<file path="config.mk">
export PLATFORM = sky130hd
export DESIGN_NAME = clock_output_driver_control
export DESIGN_NICKNAME = d
export VERILOG_FILES = /design/src/design/clk_out_drv_pkg.sv /design/src/design/pair_driver_decode.sv /design/src/design/clock_output_driver_control.sv
export SDC_FILE = /design/constraint.sdc
export NUM_CORES = 1
export LEC_CHECK = 0
export BUFFER_PORTS_ARGS = -buffer_cell sky130_fd_sc_hd__buf_2
export CORE_MARGIN = 5
export CORE_UTILIZATION = 54
export DETAILED_ROUTE_END_ITERATION = 6
export GPL_TIMING_DRIVEN = 0
export PLACE_DENSITY = 0.84
export SLEW_MARGIN = 20
export SYNTH_ARGS = -nofsm -noshare
export SYNTH_HDL_FRONTEND = slang
export SYNTH_HIERARCHICAL = 1
export SYNTH_SLANG_ARGS = --single-unit
</file>
<file path="constraint.sdc">
create_clock -name clk_sys -period 1.6 [get_ports clk_sys]
set_input_delay 0.24 -clock clk_sys [delete_from_list [all_inputs] [get_ports clk_sys]]
set_output_delay 0.24 -clock clk_sys [all_outputs]
set_load 0.005 [all_outputs]
</file>
<file path="src/design/clk_out_drv_pkg.sv">
// Package for the clock output driver control bank.
// Assumes one clock domain and a plain register port with a one-cycle read latency.
package clk_out_drv_pkg;

    // Register offsets, byte addresses on an 8-bit register port
    localparam logic [7:0] OUTPUT_ENABLE_BITS_OFS     = 8'h39;
    localparam logic [7:0] OUTPUT_POLARITY_OFS        = 8'h3A;
    localparam logic [7:0] RESERVED_DRIVER_A_OFS      = 8'h3B;
    localparam logic [7:0] RESERVED_DRIVER_B_OFS      = 8'h3C;
    localparam logic [7:0] DRIVER_STYLE_PAIRS_3_2_OFS = 8'h3D;
    localparam logic [7:0] DRIVER_STYLE_PAIRS_1_0_OFS = 8'h3E;

    // Field positions
    localparam int PAIR_ENABLE_LSB      = 0;
    localparam int POLARITY_INVERT_BIT  = 3;
    localparam int PAIR3_STYLE_LSB      = 5;
    localparam int PAIR3_SE_PHASE_BIT   = 4;
    localparam int PAIR2_STYLE_LSB      = 1;
    localparam int PAIR1_STYLE_LSB      = 5;
    localparam int PAIR0_STYLE_LSB      = 1;

    // Reset values
    localparam logic [3:0] PAIR_ENABLE_RST   = 4'h0;
    localparam logic       POLARITY_RST      = 1'b0;
    localparam logic [2:0] DRIVER_STYLE_RST  = 3'h1;
    localparam logic       SE_PHASE_RST      = 1'b0;

    // Driver styles, as written in the style fields
    localparam logic [2:0] STYLE_HIZ  = 3'h0;
    localparam logic [2:0] STYLE_PECL = 3'h1;
    localparam logic [2:0] STYLE_LVDS = 3'h2;
    localparam logic [2:0] STYLE_CMOS = 3'h3;
    localparam logic [2:0] STYLE_HCSL = 3'h4;

    // Decoded driver state, one-hot
    typedef enum logic [5:0] {
        DRV_OFF  = 6'h01,
        DRV_PECL = 6'h02,
        DRV_LVDS = 6'h04,
        DRV_CMOS = 6'h08,
        DRV_HCSL = 6'h10,
        DRV_RSVD = 6'h20
    } drv_state_e;

endpackage : clk_out_drv_pkg

</file>
<file path="src/design/pair_driver_decode.sv">
// Decoder for one output pair: enable, style, polarity and phase mode.
// Assumes the style field and the clock come from the register bank and the divider.
`timescale 1ns/1ps
module pair_driver_decode #(
    parameter bit HAS_CMOS = 1'b0 // Only the fourth pair offers CMOS
) (
    input  wire logic       clk_sys,
    input  wire logic       resetn,
    input  wire logic       enable,
    input  wire logic [2:0] style,
    input  wire logic       invert,
    input  wire logic       same_phase,
    input  wire logic       clk_in,
    output logic            true_out,
    output logic            comp_out,
    output logic            true_oe,
    output logic            comp_oe,
    output logic [5:0]      drv_state
);

    clk_out_drv_pkg::drv_state_e state_next; // Combinational decoded state
    clk_out_drv_pkg::drv_state_e state_reg;  // Registered decoded state

    // Style decode; a reserved code leaves the pins floating as a safe default
    always_comb begin
        if (!enable) begin
            state_next = clk_out_drv_pkg::DRV_OFF;
        end else begin
            case (style)
                clk_out_drv_pkg::STYLE_HIZ:  state_next = clk_out_drv_pkg::DRV_OFF;
                clk_out_drv_pkg::STYLE_PECL: state_next = clk_out_drv_pkg::DRV_PECL;
                clk_out_drv_pkg::STYLE_LVDS: state_next = clk_out_drv_pkg::DRV_LVDS;
                clk_out_drv_pkg::STYLE_CMOS: begin
                    // Only the top pair may take the CMOS code; elsewhere it is refused
                    if (HAS_CMOS) begin
                        state_next = clk_out_drv_pkg::DRV_CMOS;
                    end else begin
                        state_next = clk_out_drv_pkg::DRV_RSVD;
                    end
                end
                clk_out_drv_pkg::STYLE_HCSL: state_next = clk_out_drv_pkg::DRV_HCSL;
                default:                     state_next = clk_out_drv_pkg::DRV_RSVD;
            endcase
        end
    end

    // Registered so that the pin enables never glitch on a register write
    always_ff @(posedge clk_sys or negedge resetn) begin
        if (!resetn) begin
            state_reg <= clk_out_drv_pkg::DRV_OFF;
        end else begin
            state_reg <= state_next;
        end
    end

    logic driving; // Pair drives its pins in any valid style
    assign driving   = (state_reg != clk_out_drv_pkg::DRV_OFF) && (state_reg != clk_out_drv_pkg::DRV_RSVD);
    assign true_oe   = driving;
    assign comp_oe   = driving;
    assign drv_state = state_reg;

    // Pin levels; the phase mode only matters in CMOS style
    logic base_clk; // Clock after optional inversion
    assign base_clk = clk_in ^ invert;
    assign true_out = driving & base_clk;
    assign comp_out = driving & ((state_reg == clk_out_drv_pkg::DRV_CMOS && same_phase) ? base_clk
                                                                                        : ~base_clk);

endmodule : pair_driver_decode

</file>
<file path="src/design/clock_output_driver_control.sv">
// Register bank and pin control for four clock output pairs.
// Assumes a synchronous register port and divided clocks supplied per pair.
`timescale 1ns/1ps
module clock_output_driver_control #(
    parameter int PAIRS = 4 // Number of output pairs; the map is built for four
) (
    input  wire logic             clk_sys,
    input  wire logic             resetn,
    input  wire logic [7:0]       reg_addr,
    input  wire logic [7:0]       reg_wdata,
    input  wire logic             reg_wr,
    input  wire logic             reg_rd,
    output logic      [7:0]       reg_rdata,
    input  wire logic [PAIRS-1:0] pair_clk,
    output logic      [PAIRS-1:0] clock_out_true,
    output logic      [PAIRS-1:0] clock_out_complement,
    output logic      [PAIRS-1:0] clock_out_true_oe,
    output logic      [PAIRS-1:0] clock_out_complement_oe
);

    // The register map has fixed room for exactly four pairs
    if (PAIRS != 4) begin : g_bad_pairs
        $error("PAIRS must be 4");
    end

    logic [3:0] pair_enable_bits_reg;        // One enable per pair
    logic       pair3_polarity_invert_reg;   // Fourth pair polarity
    logic       pair3_single_ended_phase_reg;// Fourth pair CMOS phase mode
    logic [2:0] pair3_driver_style_reg;      // Style fields
    logic [2:0] pair2_driver_style_reg;
    logic [2:0] pair1_driver_style_reg;
    logic [2:0] pair0_driver_style_reg;
    logic [7:0] rdata_next;                  // Read mux output
    logic [7:0] rdata_reg;                   // Read data, one cycle late

    // Enable bits; reserved bits are not stored, so they read as zero
    always_ff @(posedge clk_sys or negedge resetn) begin
        if (!resetn) begin
            pair_enable_bits_reg <= clk_out_drv_pkg::PAIR_ENABLE_RST;
        end else if (reg_wr && reg_addr == clk_out_drv_pkg::OUTPUT_ENABLE_BITS_OFS) begin
            pair_enable_bits_reg <= reg_wdata[clk_out_drv_pkg::PAIR_ENABLE_LSB +: 4];
        end
    end

    // Polarity of the fourth pair
    always_ff @(posedge clk_sys or negedge resetn) begin
        if (!resetn) begin
            pair3_polarity_invert_reg <= clk_out_drv_pkg::POLARITY_RST;
        end else if (reg_wr && reg_addr == clk_out_drv_pkg::OUTPUT_POLARITY_OFS) begin
            pair3_polarity_invert_reg <= reg_wdata[clk_out_drv_pkg::POLARITY_INVERT_BIT];
        end
    end

    // Styles of pairs 3 and 2, plus the phase mode bit
    always_ff @(posedge clk_sys or negedge resetn) begin
        if (!resetn) begin
            pair3_driver_style_reg       <= clk_out_drv_pkg::DRIVER_STYLE_RST;
            pair2_driver_style_reg       <= clk_out_drv_pkg::DRIVER_STYLE_RST;
            pair3_single_ended_phase_reg <= clk_out_drv_pkg::SE_PHASE_RST;
        end else if (reg_wr && reg_addr == clk_out_drv_pkg::DRIVER_STYLE_PAIRS_3_2_OFS) begin
            pair3_driver_style_reg       <= reg_wdata[clk_out_drv_pkg::PAIR3_STYLE_LSB +: 3];
            pair2_driver_style_reg       <= reg_wdata[clk_out_drv_pkg::PAIR2_STYLE_LSB +: 3];
            pair3_single_ended_phase_reg <= reg_wdata[clk_out_drv_pkg::PAIR3_SE_PHASE_BIT];
        end
    end

    // Styles of pairs 1 and 0
    always_ff @(posedge clk_sys or negedge resetn) begin
        if (!resetn) begin
            pair1_driver_style_reg <= clk_out_drv_pkg::DRIVER_STYLE_RST;
            pair0_driver_style_reg <= clk_out_drv_pkg::DRIVER_STYLE_RST;
        end else if (reg_wr && reg_addr == clk_out_drv_pkg::DRIVER_STYLE_PAIRS_1_0_OFS) begin
            pair1_driver_style_reg <= reg_wdata[clk_out_drv_pkg::PAIR1_STYLE_LSB +: 3];
            pair0_driver_style_reg <= reg_wdata[clk_out_drv_pkg::PAIR0_STYLE_LSB +: 3];
        end
    end

    // Read mux; reserved and unmapped addresses read zero
    always_comb begin
        rdata_next = 8'h00;
        case (reg_addr)
            clk_out_drv_pkg::OUTPUT_ENABLE_BITS_OFS:
                rdata_next[clk_out_drv_pkg::PAIR_ENABLE_LSB +: 4] = pair_enable_bits_reg;
            clk_out_drv_pkg::OUTPUT_POLARITY_OFS:
                rdata_next[clk_out_drv_pkg::POLARITY_INVERT_BIT] = pair3_polarity_invert_reg;
            clk_out_drv_pkg::DRIVER_STYLE_PAIRS_3_2_OFS: begin
                rdata_next[clk_out_drv_pkg::PAIR3_STYLE_LSB +: 3]  = pair3_driver_style_reg;
                rdata_next[clk_out_drv_pkg::PAIR3_SE_PHASE_BIT]    = pair3_single_ended_phase_reg;
                rdata_next[clk_out_drv_pkg::PAIR2_STYLE_LSB +: 3]  = pair2_driver_style_reg;
            end
            clk_out_drv_pkg::DRIVER_STYLE_PAIRS_1_0_OFS: begin
                rdata_next[clk_out_drv_pkg::PAIR1_STYLE_LSB +: 3]  = pair1_driver_style_reg;
                rdata_next[clk_out_drv_pkg::PAIR0_STYLE_LSB +: 3]  = pair0_driver_style_reg;
            end
            default: rdata_next = 8'h00;
        endcase
    end

    // Read data stands only in the cycle after the strobe
    always_ff @(posedge clk_sys or negedge resetn) begin
        if (!resetn) begin
            rdata_reg <= 8'h00;
        end else if (reg_rd) begin
            rdata_reg <= rdata_next;
        end else begin
            rdata_reg <= 8'h00;
        end
    end
    assign reg_rdata = rdata_reg;

    // Per-pair style vector gathered for the generate loop
    logic [2:0] style_vec [PAIRS];
    logic [5:0] state_vec [PAIRS]; // Decoded state, watched by assertions
    assign style_vec[0] = pair0_driver_style_reg;
    assign style_vec[1] = pair1_driver_style_reg;
    assign style_vec[2] = pair2_driver_style_reg;
    assign style_vec[3] = pair3_driver_style_reg;

    // One decoder per pair; only the top pair gets CMOS, polarity and phase
    for (genvar p = 0; p < PAIRS; p++) begin : g_pair
        localparam bit TOP = (p == PAIRS - 1);
        pair_driver_decode #(
            .HAS_CMOS (TOP)
        ) u_decode (
            .clk_sys    (clk_sys),
            .resetn     (resetn),
            .enable     (pair_enable_bits_reg[p]),
            .style      (style_vec[p]),
            .invert     (TOP ? pair3_polarity_invert_reg : 1'b0),
            .same_phase (TOP ? pair3_single_ended_phase_reg : 1'b0),
            .clk_in     (pair_clk[p]),
            .true_out   (clock_out_true[p]),
            .comp_out   (clock_out_complement[p]),
            .true_oe    (clock_out_true_oe[p]),
            .comp_oe    (clock_out_complement_oe[p]),
            .drv_state  (state_vec[p])
        );
    end

    // Checks; the pin enables lag the registers by one edge, so most checks look one edge ahead

    // A pair whose enable was clear one edge ago must not drive
    a_enable_off_hiz: assert property (@(posedge clk_sys) disable iff (!resetn)
        !$past(pair_enable_bits_reg[0]) |-> !clock_out_true_oe[0])
        else $error("disabled pair 0 still driving");

    // An enabled pair in a valid style drives both pins
    a_enable_on_drive: assert property (@(posedge clk_sys) disable iff (!resetn)
        pair_enable_bits_reg[1] && pair1_driver_style_reg == clk_out_drv_pkg::STYLE_LVDS
        |=> clock_out_true_oe[1] && clock_out_complement_oe[1])
        else $error("enabled LVDS pair 1 not driving");

    // Polarity bit flips the true pin of the top pair
    a_polarity_invert: assert property (@(posedge clk_sys) disable iff (!resetn)
        clock_out_true_oe[3] |-> clock_out_true[3] == (pair_clk[3] ^ pair3_polarity_invert_reg))
        else $error("pair 3 polarity wrong");

    // The top pair accepts the CMOS code
    a_top_cmos_drive: assert property (@(posedge clk_sys) disable iff (!resetn)
        pair_enable_bits_reg[3] && pair3_driver_style_reg == clk_out_drv_pkg::STYLE_CMOS
        |=> state_vec[3] == 6'h08)
        else $error("pair 3 CMOS not decoded");

    // A low pair given the CMOS code stays undriven
    a_low_cmos_rsvd: assert property (@(posedge clk_sys) disable iff (!resetn)
        pair0_driver_style_reg == clk_out_drv_pkg::STYLE_CMOS |=> !clock_out_true_oe[0])
        else $error("pair 0 drives reserved CMOS code");

    // CMOS with the phase bit clear: pins in opposite phase
    a_cmos_opposite: assert property (@(posedge clk_sys) disable iff (!resetn)
        state_vec[3] == 6'h08 && !pair3_single_ended_phase_reg
        |-> clock_out_complement[3] != clock_out_true[3])
        else $error("CMOS pins not opposite");

    // CMOS with the phase bit set: pins in equal phase
    a_cmos_same: assert property (@(posedge clk_sys) disable iff (!resetn)
        state_vec[3] == 6'h08 && pair3_single_ended_phase_reg
        |-> clock_out_complement[3] == clock_out_true[3])
        else $error("CMOS pins not equal phase");

    // An enable write read back with no gap returns the written bits
    a_readback_enable: assert property (@(posedge clk_sys) disable iff (!resetn)
        reg_wr && reg_addr == clk_out_drv_pkg::OUTPUT_ENABLE_BITS_OFS ##1
        reg_rd && reg_addr == clk_out_drv_pkg::OUTPUT_ENABLE_BITS_OFS
        |=> reg_rdata == {4'h0, $past(reg_wdata[3:0], 2)})
        else $error("enable readback mismatch");

    // A style write read back with no gap returns all stored fields; bit 0 is not stored
    a_readback_styles: assert property (@(posedge clk_sys) disable iff (!resetn)
        reg_wr && reg_addr == clk_out_drv_pkg::DRIVER_STYLE_PAIRS_3_2_OFS ##1
        reg_rd && reg_addr == clk_out_drv_pkg::DRIVER_STYLE_PAIRS_3_2_OFS
        |=> reg_rdata == {$past(reg_wdata[7:1], 2), 1'b0})
        else $error("style readback mismatch");

    // Per-pair checks, so that no single pair slips through unwatched
    for (genvar q = 0; q < PAIRS; q++) begin : g_pair_chk
        // A cleared enable floats both pins one edge later, whatever the style
        a_pair_disable_float: assert property (@(posedge clk_sys) disable iff (!resetn)
            !pair_enable_bits_reg[q]
            |=> !clock_out_true_oe[q] && !clock_out_complement_oe[q])
            else $error("disabled pair still driving");
        // Only the low pairs refuse the CMOS code
        if (q < PAIRS - 1) begin : g_low
            a_low_cmos_refused: assert property (@(posedge clk_sys) disable iff (!resetn)
                style_vec[q] == clk_out_drv_pkg::STYLE_CMOS
                |=> !clock_out_true_oe[q] && !clock_out_complement_oe[q])
                else $error("low pair drives reserved CMOS code");
        end
    end

    // Main scenarios worth seeing at least once
    c_enable_write: cover property (@(posedge clk_sys) disable iff (!resetn)
        reg_wr && reg_addr == clk_out_drv_pkg::OUTPUT_ENABLE_BITS_OFS);
    c_cmos_same: cover property (@(posedge clk_sys) disable iff (!resetn)
        state_vec[3] == 6'h08 && pair3_single_ended_phase_reg);
    c_hcsl_drive: cover property (@(posedge clk_sys) disable iff (!resetn)
        state_vec[2] == 6'h10);
    c_write_then_read: cover property (@(posedge clk_sys) disable iff (!resetn)
        reg_wr ##1 reg_rd);
    c_low_refused: cover property (@(posedge clk_sys) disable iff (!resetn)
        state_vec[0] == 6'h20);

endmodule : clock_output_driver_control

</file>
Word level (Yosys, flattened, before mapping)
Cells that the tools add are included.
{"block": "word_totals", "regBits": 50, "input_bits": 24, "out_inout_bits": 24, "elab_cells": 79}
{"block": "op_classes", "n_reduce_logical": 13, "mux": 15, "eq_ne": 26, "n_bitwise": 13}
{"operator": "$pmux 6 s4", "count": 3}
{"operator": "$eq 8x6->1 const B", "count": 4}
{"operator": "$pmux 6 s5", "count": 1}
{"operator": "$mux 6", "count": 4}
{"operator": "$ne 6x1->1 const B", "count": 4}
{"operator": "$ne 6x6->1 const B", "count": 4}
{"operator": "$eq 3x2->1 const B", "count": 5}
{"operator": "$eq 3x1->1 const B", "count": 4}
{"operator": "$eq 3x3->1 const B", "count": 4}
{"operator": "$logic_not 3->1", "count": 4}
{"operator": "$logic_and 1x1->1", "count": 9}
{"operator": "$and 1x1->1", "count": 8}
{"operator": "$mux 8", "count": 1}
{"operator": "$eq 6x4->1 const B", "count": 1}
{"operator": "$pmux 2 s3", "count": 1}
{"operator": "$pmux 3 s2", "count": 1}
{"operator": "$not 1->1", "count": 4}
{"operator": "$pmux 1 s4", "count": 1}
{"operator": "$mux 1", "count": 3}
{"operator": "$xor 1x1->1", "count": 1}

Depth between registers and ports, before layout
{"block": "logic_depth", "ltp_word": 4, "mapped_depth": 4, "depth_no_buf": 4}

Hierarchy
Netlist, hierarchy kept.
{"mod": "clock_output_driver_control", "n_inst": 1, "seq_area_each_um2": 655.6, "area_each_um2": 1157.4, "cells_each": 80}
{"mod": "pair_driver_decode (g_pair[0].u_decode ...)", "n_inst": 3, "seq_area_each_um2": 126.4, "area_each_um2": 254.0, "cells_each": 22}
{"mod": "pair_driver_decode (g_pair[3].u_decode)", "n_inst": 1, "seq_area_each_um2": 151.4, "area_each_um2": 301.5, "cells_each": 30}

Worst setup path after synthesis
Ideal clock, no wire load.
{"block": "synth_timing", "path_kind": "reg2out", "startpoint": "register g_pair[3].u_decode.state_reg[1]", "endpoint": "output clock_out_true[3]", "arrival_ns": 1.247, "n_path_buf": 0, "path_slack_ns": 0.113, "required_ns": 1.360, "path_stages_with_launch": 4, "path_cell_list": "dfrtp_1 > or3_1 > or3_4 > and2_4"}
{"block": "synth_between", "elab_chain_cells": 3, "word_cells_on_any_way": 4, "classes_between": "eq/ne: 2; bitwise: 1; reduce/logical: 1"}
{"item": "start: declaration", "line": "pair_driver_decode.sv:22", "source": "clk_out_drv_pkg::drv_state_e state_reg;"}
{"item": "start signal: assignment", "line": "pair_driver_decode.sv:50", "source": "state_reg <= clk_out_drv_pkg::DRV_OFF;"}
{"item": "start signal: assignment", "line": "pair_driver_decode.sv:52", "source": "state_reg <= state_next;"}
{"item": "$ne 6x1->1 or $ne 6x6->1 (tied branches)", "line": "pair_driver_decode.sv:57", "source": "assign driving = (state_reg != clk_out_drv_pkg::DRV_OFF) && (state_reg != clk_out_drv_pkg::DRV_RSVD);"}
{"item": "$logic_and 1x1->1 *", "line": "pair_driver_decode.sv:57"}
{"item": "net clock_out_complement_oe[3]", "line": "clock_output_driver_control.sv:18", "source": "output logic [PAIRS-1:0] clock_out_complement_oe"}
{"item": "$and 1x1->1 *", "line": "pair_driver_decode.sv:65", "source": "assign true_out = driving & base_clk;"}
{"item": "end: declaration", "line": "clock_output_driver_control.sv:15", "source": "output logic [PAIRS-1:0] clock_out_true,"}
The timed path passes the listed nets; every way through them passes the cells marked *.

Final worst setup path
{"block": "layout_timing", "startpoint": "register g_pair[3].u_decode.state_reg[4]", "endpoint": "output clock_out_true_oe[3]"}
{"block": "layout_between", "elab_chain_cells": 2, "word_cells_on_any_way": 3, "classes_between": "eq/ne: 2; reduce/logical: 1"}
{"item": "$ne 6x1->1 or $ne 6x6->1 (tied branches)", "line": "pair_driver_decode.sv:57"}
{"item": "$logic_and 1x1->1 *", "line": "pair_driver_decode.sv:57"}
{"item": "end: declaration", "line": "clock_output_driver_control.sv:17", "source": "output logic [PAIRS-1:0] clock_out_true_oe,"}
Every way passes the cells marked *; elsewhere a longest branch is shown, timed or not.

==> metrics.yaml <==
final_util_pct: 66.32
ios: 48
peakVddDrop_uv: 596.6
r2r-start: "pair_enable_bits_reg[1]$_DFFE_PN0P_"
grt_max_degree: 48
clk_pin_slew_ns: 0.08
grt.total_usage_pct: 16.70
critical_path_class: "reg -> out"
worstMarginPinSlew_ns: 0.5612
drc: 0
grt_overflow: 0
antenna_found_initial: 0
ys_warn_count: 6
path_buf_inv: 2
synth_area_um2: 2187
fmax_mhz: 530.9
p_total_w: 0.002194
synthCells: 170
routed-wl-met2_um: 2060
coreArea_um2: 3971
fin_crit_sh_pct: 117.7
nets: 250
grt_setup_unrepaired: "true"
drtIter0Drc: 94
largest_reg_flops: 21
skew_ns: 0.002880
max_cap_violations: 0
cp_slowest_cell: "or3_1"
area.growth.synth_to_final_pct: 20.42
dieArea_um2: 5423
required_ns: 1.36
r2r_end: "reg_rdata[1]$_DFF_PN0_"
start_util_pct: 55.07
final_max_slew_viol_count: 0
cts-buffers-inserted: 5
cp.depth: 4
die_x_um: 73.64
relSlewSlack_pct: 62.59
r2r_setup_slack_ns: 0.49
diodes: 0
holdWs_ns: 0.1686
fill_cells: 286
violations: "negative setup slack"
dp_hpwl_um: 2988
wire_per_inst_um: 14.62
drtAntennaViolNets: 0
arrival_ns: 1.64
cts_tree: "done"
cts_max_level: 2
cp-end-kind: "primary output"
placed_area_um2: 2492
setup_viol: 3
finalWeightedCongestion: 0.7495
fin_crit_ns: 1.884
p_per_area_nw_per_um2: 833.2
cts.sinks: 47
cp_top_family: "simple AND/OR/NAND/NOR gates"
cp-start-kind: "flip-flop"
wl_um: 4050
finalHoldViolCount: 0
grt_pass1_vias: 1459
vias: 1489
io_buffers: 47
crit_chain: "or3_1 -> or3_4 -> buf_4 -> buf_2"
drive_gt1_share_pct: 48.90
top_layer: "met4"
worstPathMaxFanout: 3
die_h_um: 73.64
critPathLaunch: "g_pair[3].u_decode/drv_state[4]$_DFF_PN0_"
route.layer.met1.wl_um: 1695
p_leak_nw: 1.294
root_buffer: "clkbuf_8"
grt_pass1_wl_um: 6727
drt_first_pass_iters: 4
crit_path_end: "clock_out_true_oe[3]"
cp_slowest_stage_delay_ns: 0.38
setup_ws_ns: -0.2837
clockBufferDepth: 2
num_rows: 23
dp_slack_ns: -0.1563
vias_per_cell: 5.375
syn_avg_cell_area_um2: 12.87
rr_worst_depth: 3
clk_latency_ns: 0.30
status: "finished with violations"
hold_path_class: "in -> reg"
postLayoutCellArea_um2: 2634
route.met3.wl_um: 205
==> worst min path at each step <==
stage | cells after the start | endpoint | start
6_report | 2 | pair_enable_bits_reg[0]$_DFFE_PN0P_ | reg_wdata[0]
4_1_cts | 1 | g_pair[2].u_decode/drv_state[1]$_DFF_PN0_ | resetn
3_5_place_dp | 1 | g_pair[2].u_decode/drv_state[1]$_DFF_PN0_ | resetn
2_1_floorplan | 0 | g_pair[0].u_decode/drv_state[1]$_DFF_PN0_ | resetn
3_3_place_gp | 1 | g_pair[2].u_decode/drv_state[1]$_DFF_PN0_ | resetn
5_1_grt | 2 | pair3_single_ended_phase_reg$_DFFE_PN0P_ | reg_wdata[4]
==> report_power, final <==
part	internal [W]	switching, W
Clock	0.000394	0.000364
Combinational	0.0000886	0.0000907
Sequential	0.00122	0.0000401
Total	0.00170	0.000495
==> final cells by class <==
class                      count  area, µm²  share of cell area, %
multi-input combinational    118      996.0                  37.81
sequential                    47       1186                  45.04
timing repair buffer          49      261.5                  9.929
tap                           50      62.56                  2.375
inverter                       2      7.507                 0.2850
buffer                         3      20.02                 0.7601
clock buffer                   8      100.1                  3.800
==> cells in the final DEF, fill, tap and decap left out, types with 4 or more instances in the layout <==
master and n:
and4bb_2 7, mux2_2 20, dfrtp_1 39, o31ai_1 4, xor2_2 4, dfstp_2 8, nor2b_1 4, clkbuf_8 7
buf_2 46, buf_4 4, nor2_1 10, nand2_1 13, a21boi_1 6, nor3_1 5, o21ai_0 4
==> metal layers <==
layer	track usage [%]	vias up
met5	0	-
met4	8.451	0
met3	3.146	7
met2	27.95	34
met1	20.49	731
li1	-	717
==> worst register-to-register path, stage by stage (launching register included) <==
cell and delay, ns:
dfrtp_1 0.46, mux2_2 0.30, a32oi_1 0.17, nor2_1 0.07
==> stage by stage <==
step,setup TNS (ns),instances
4_1_cts,-0.7657,278
3_3_place_gp,-1.169,269
2_1_floorplan,0,172
6_report,-0.7305,277
3_5_place_dp,-1.359,269
5_1_grt,-0.9692,277
==> what timing repair did <==
item,in CTS,in global routing
hold endpoints to repair,0,39
hold buffers,0,1
gates resized for setup,6,1
pin swaps,4,2
setup endpoints to repair,7,8
buffers inserted,2,1
(Power assumes the default switching activity.)
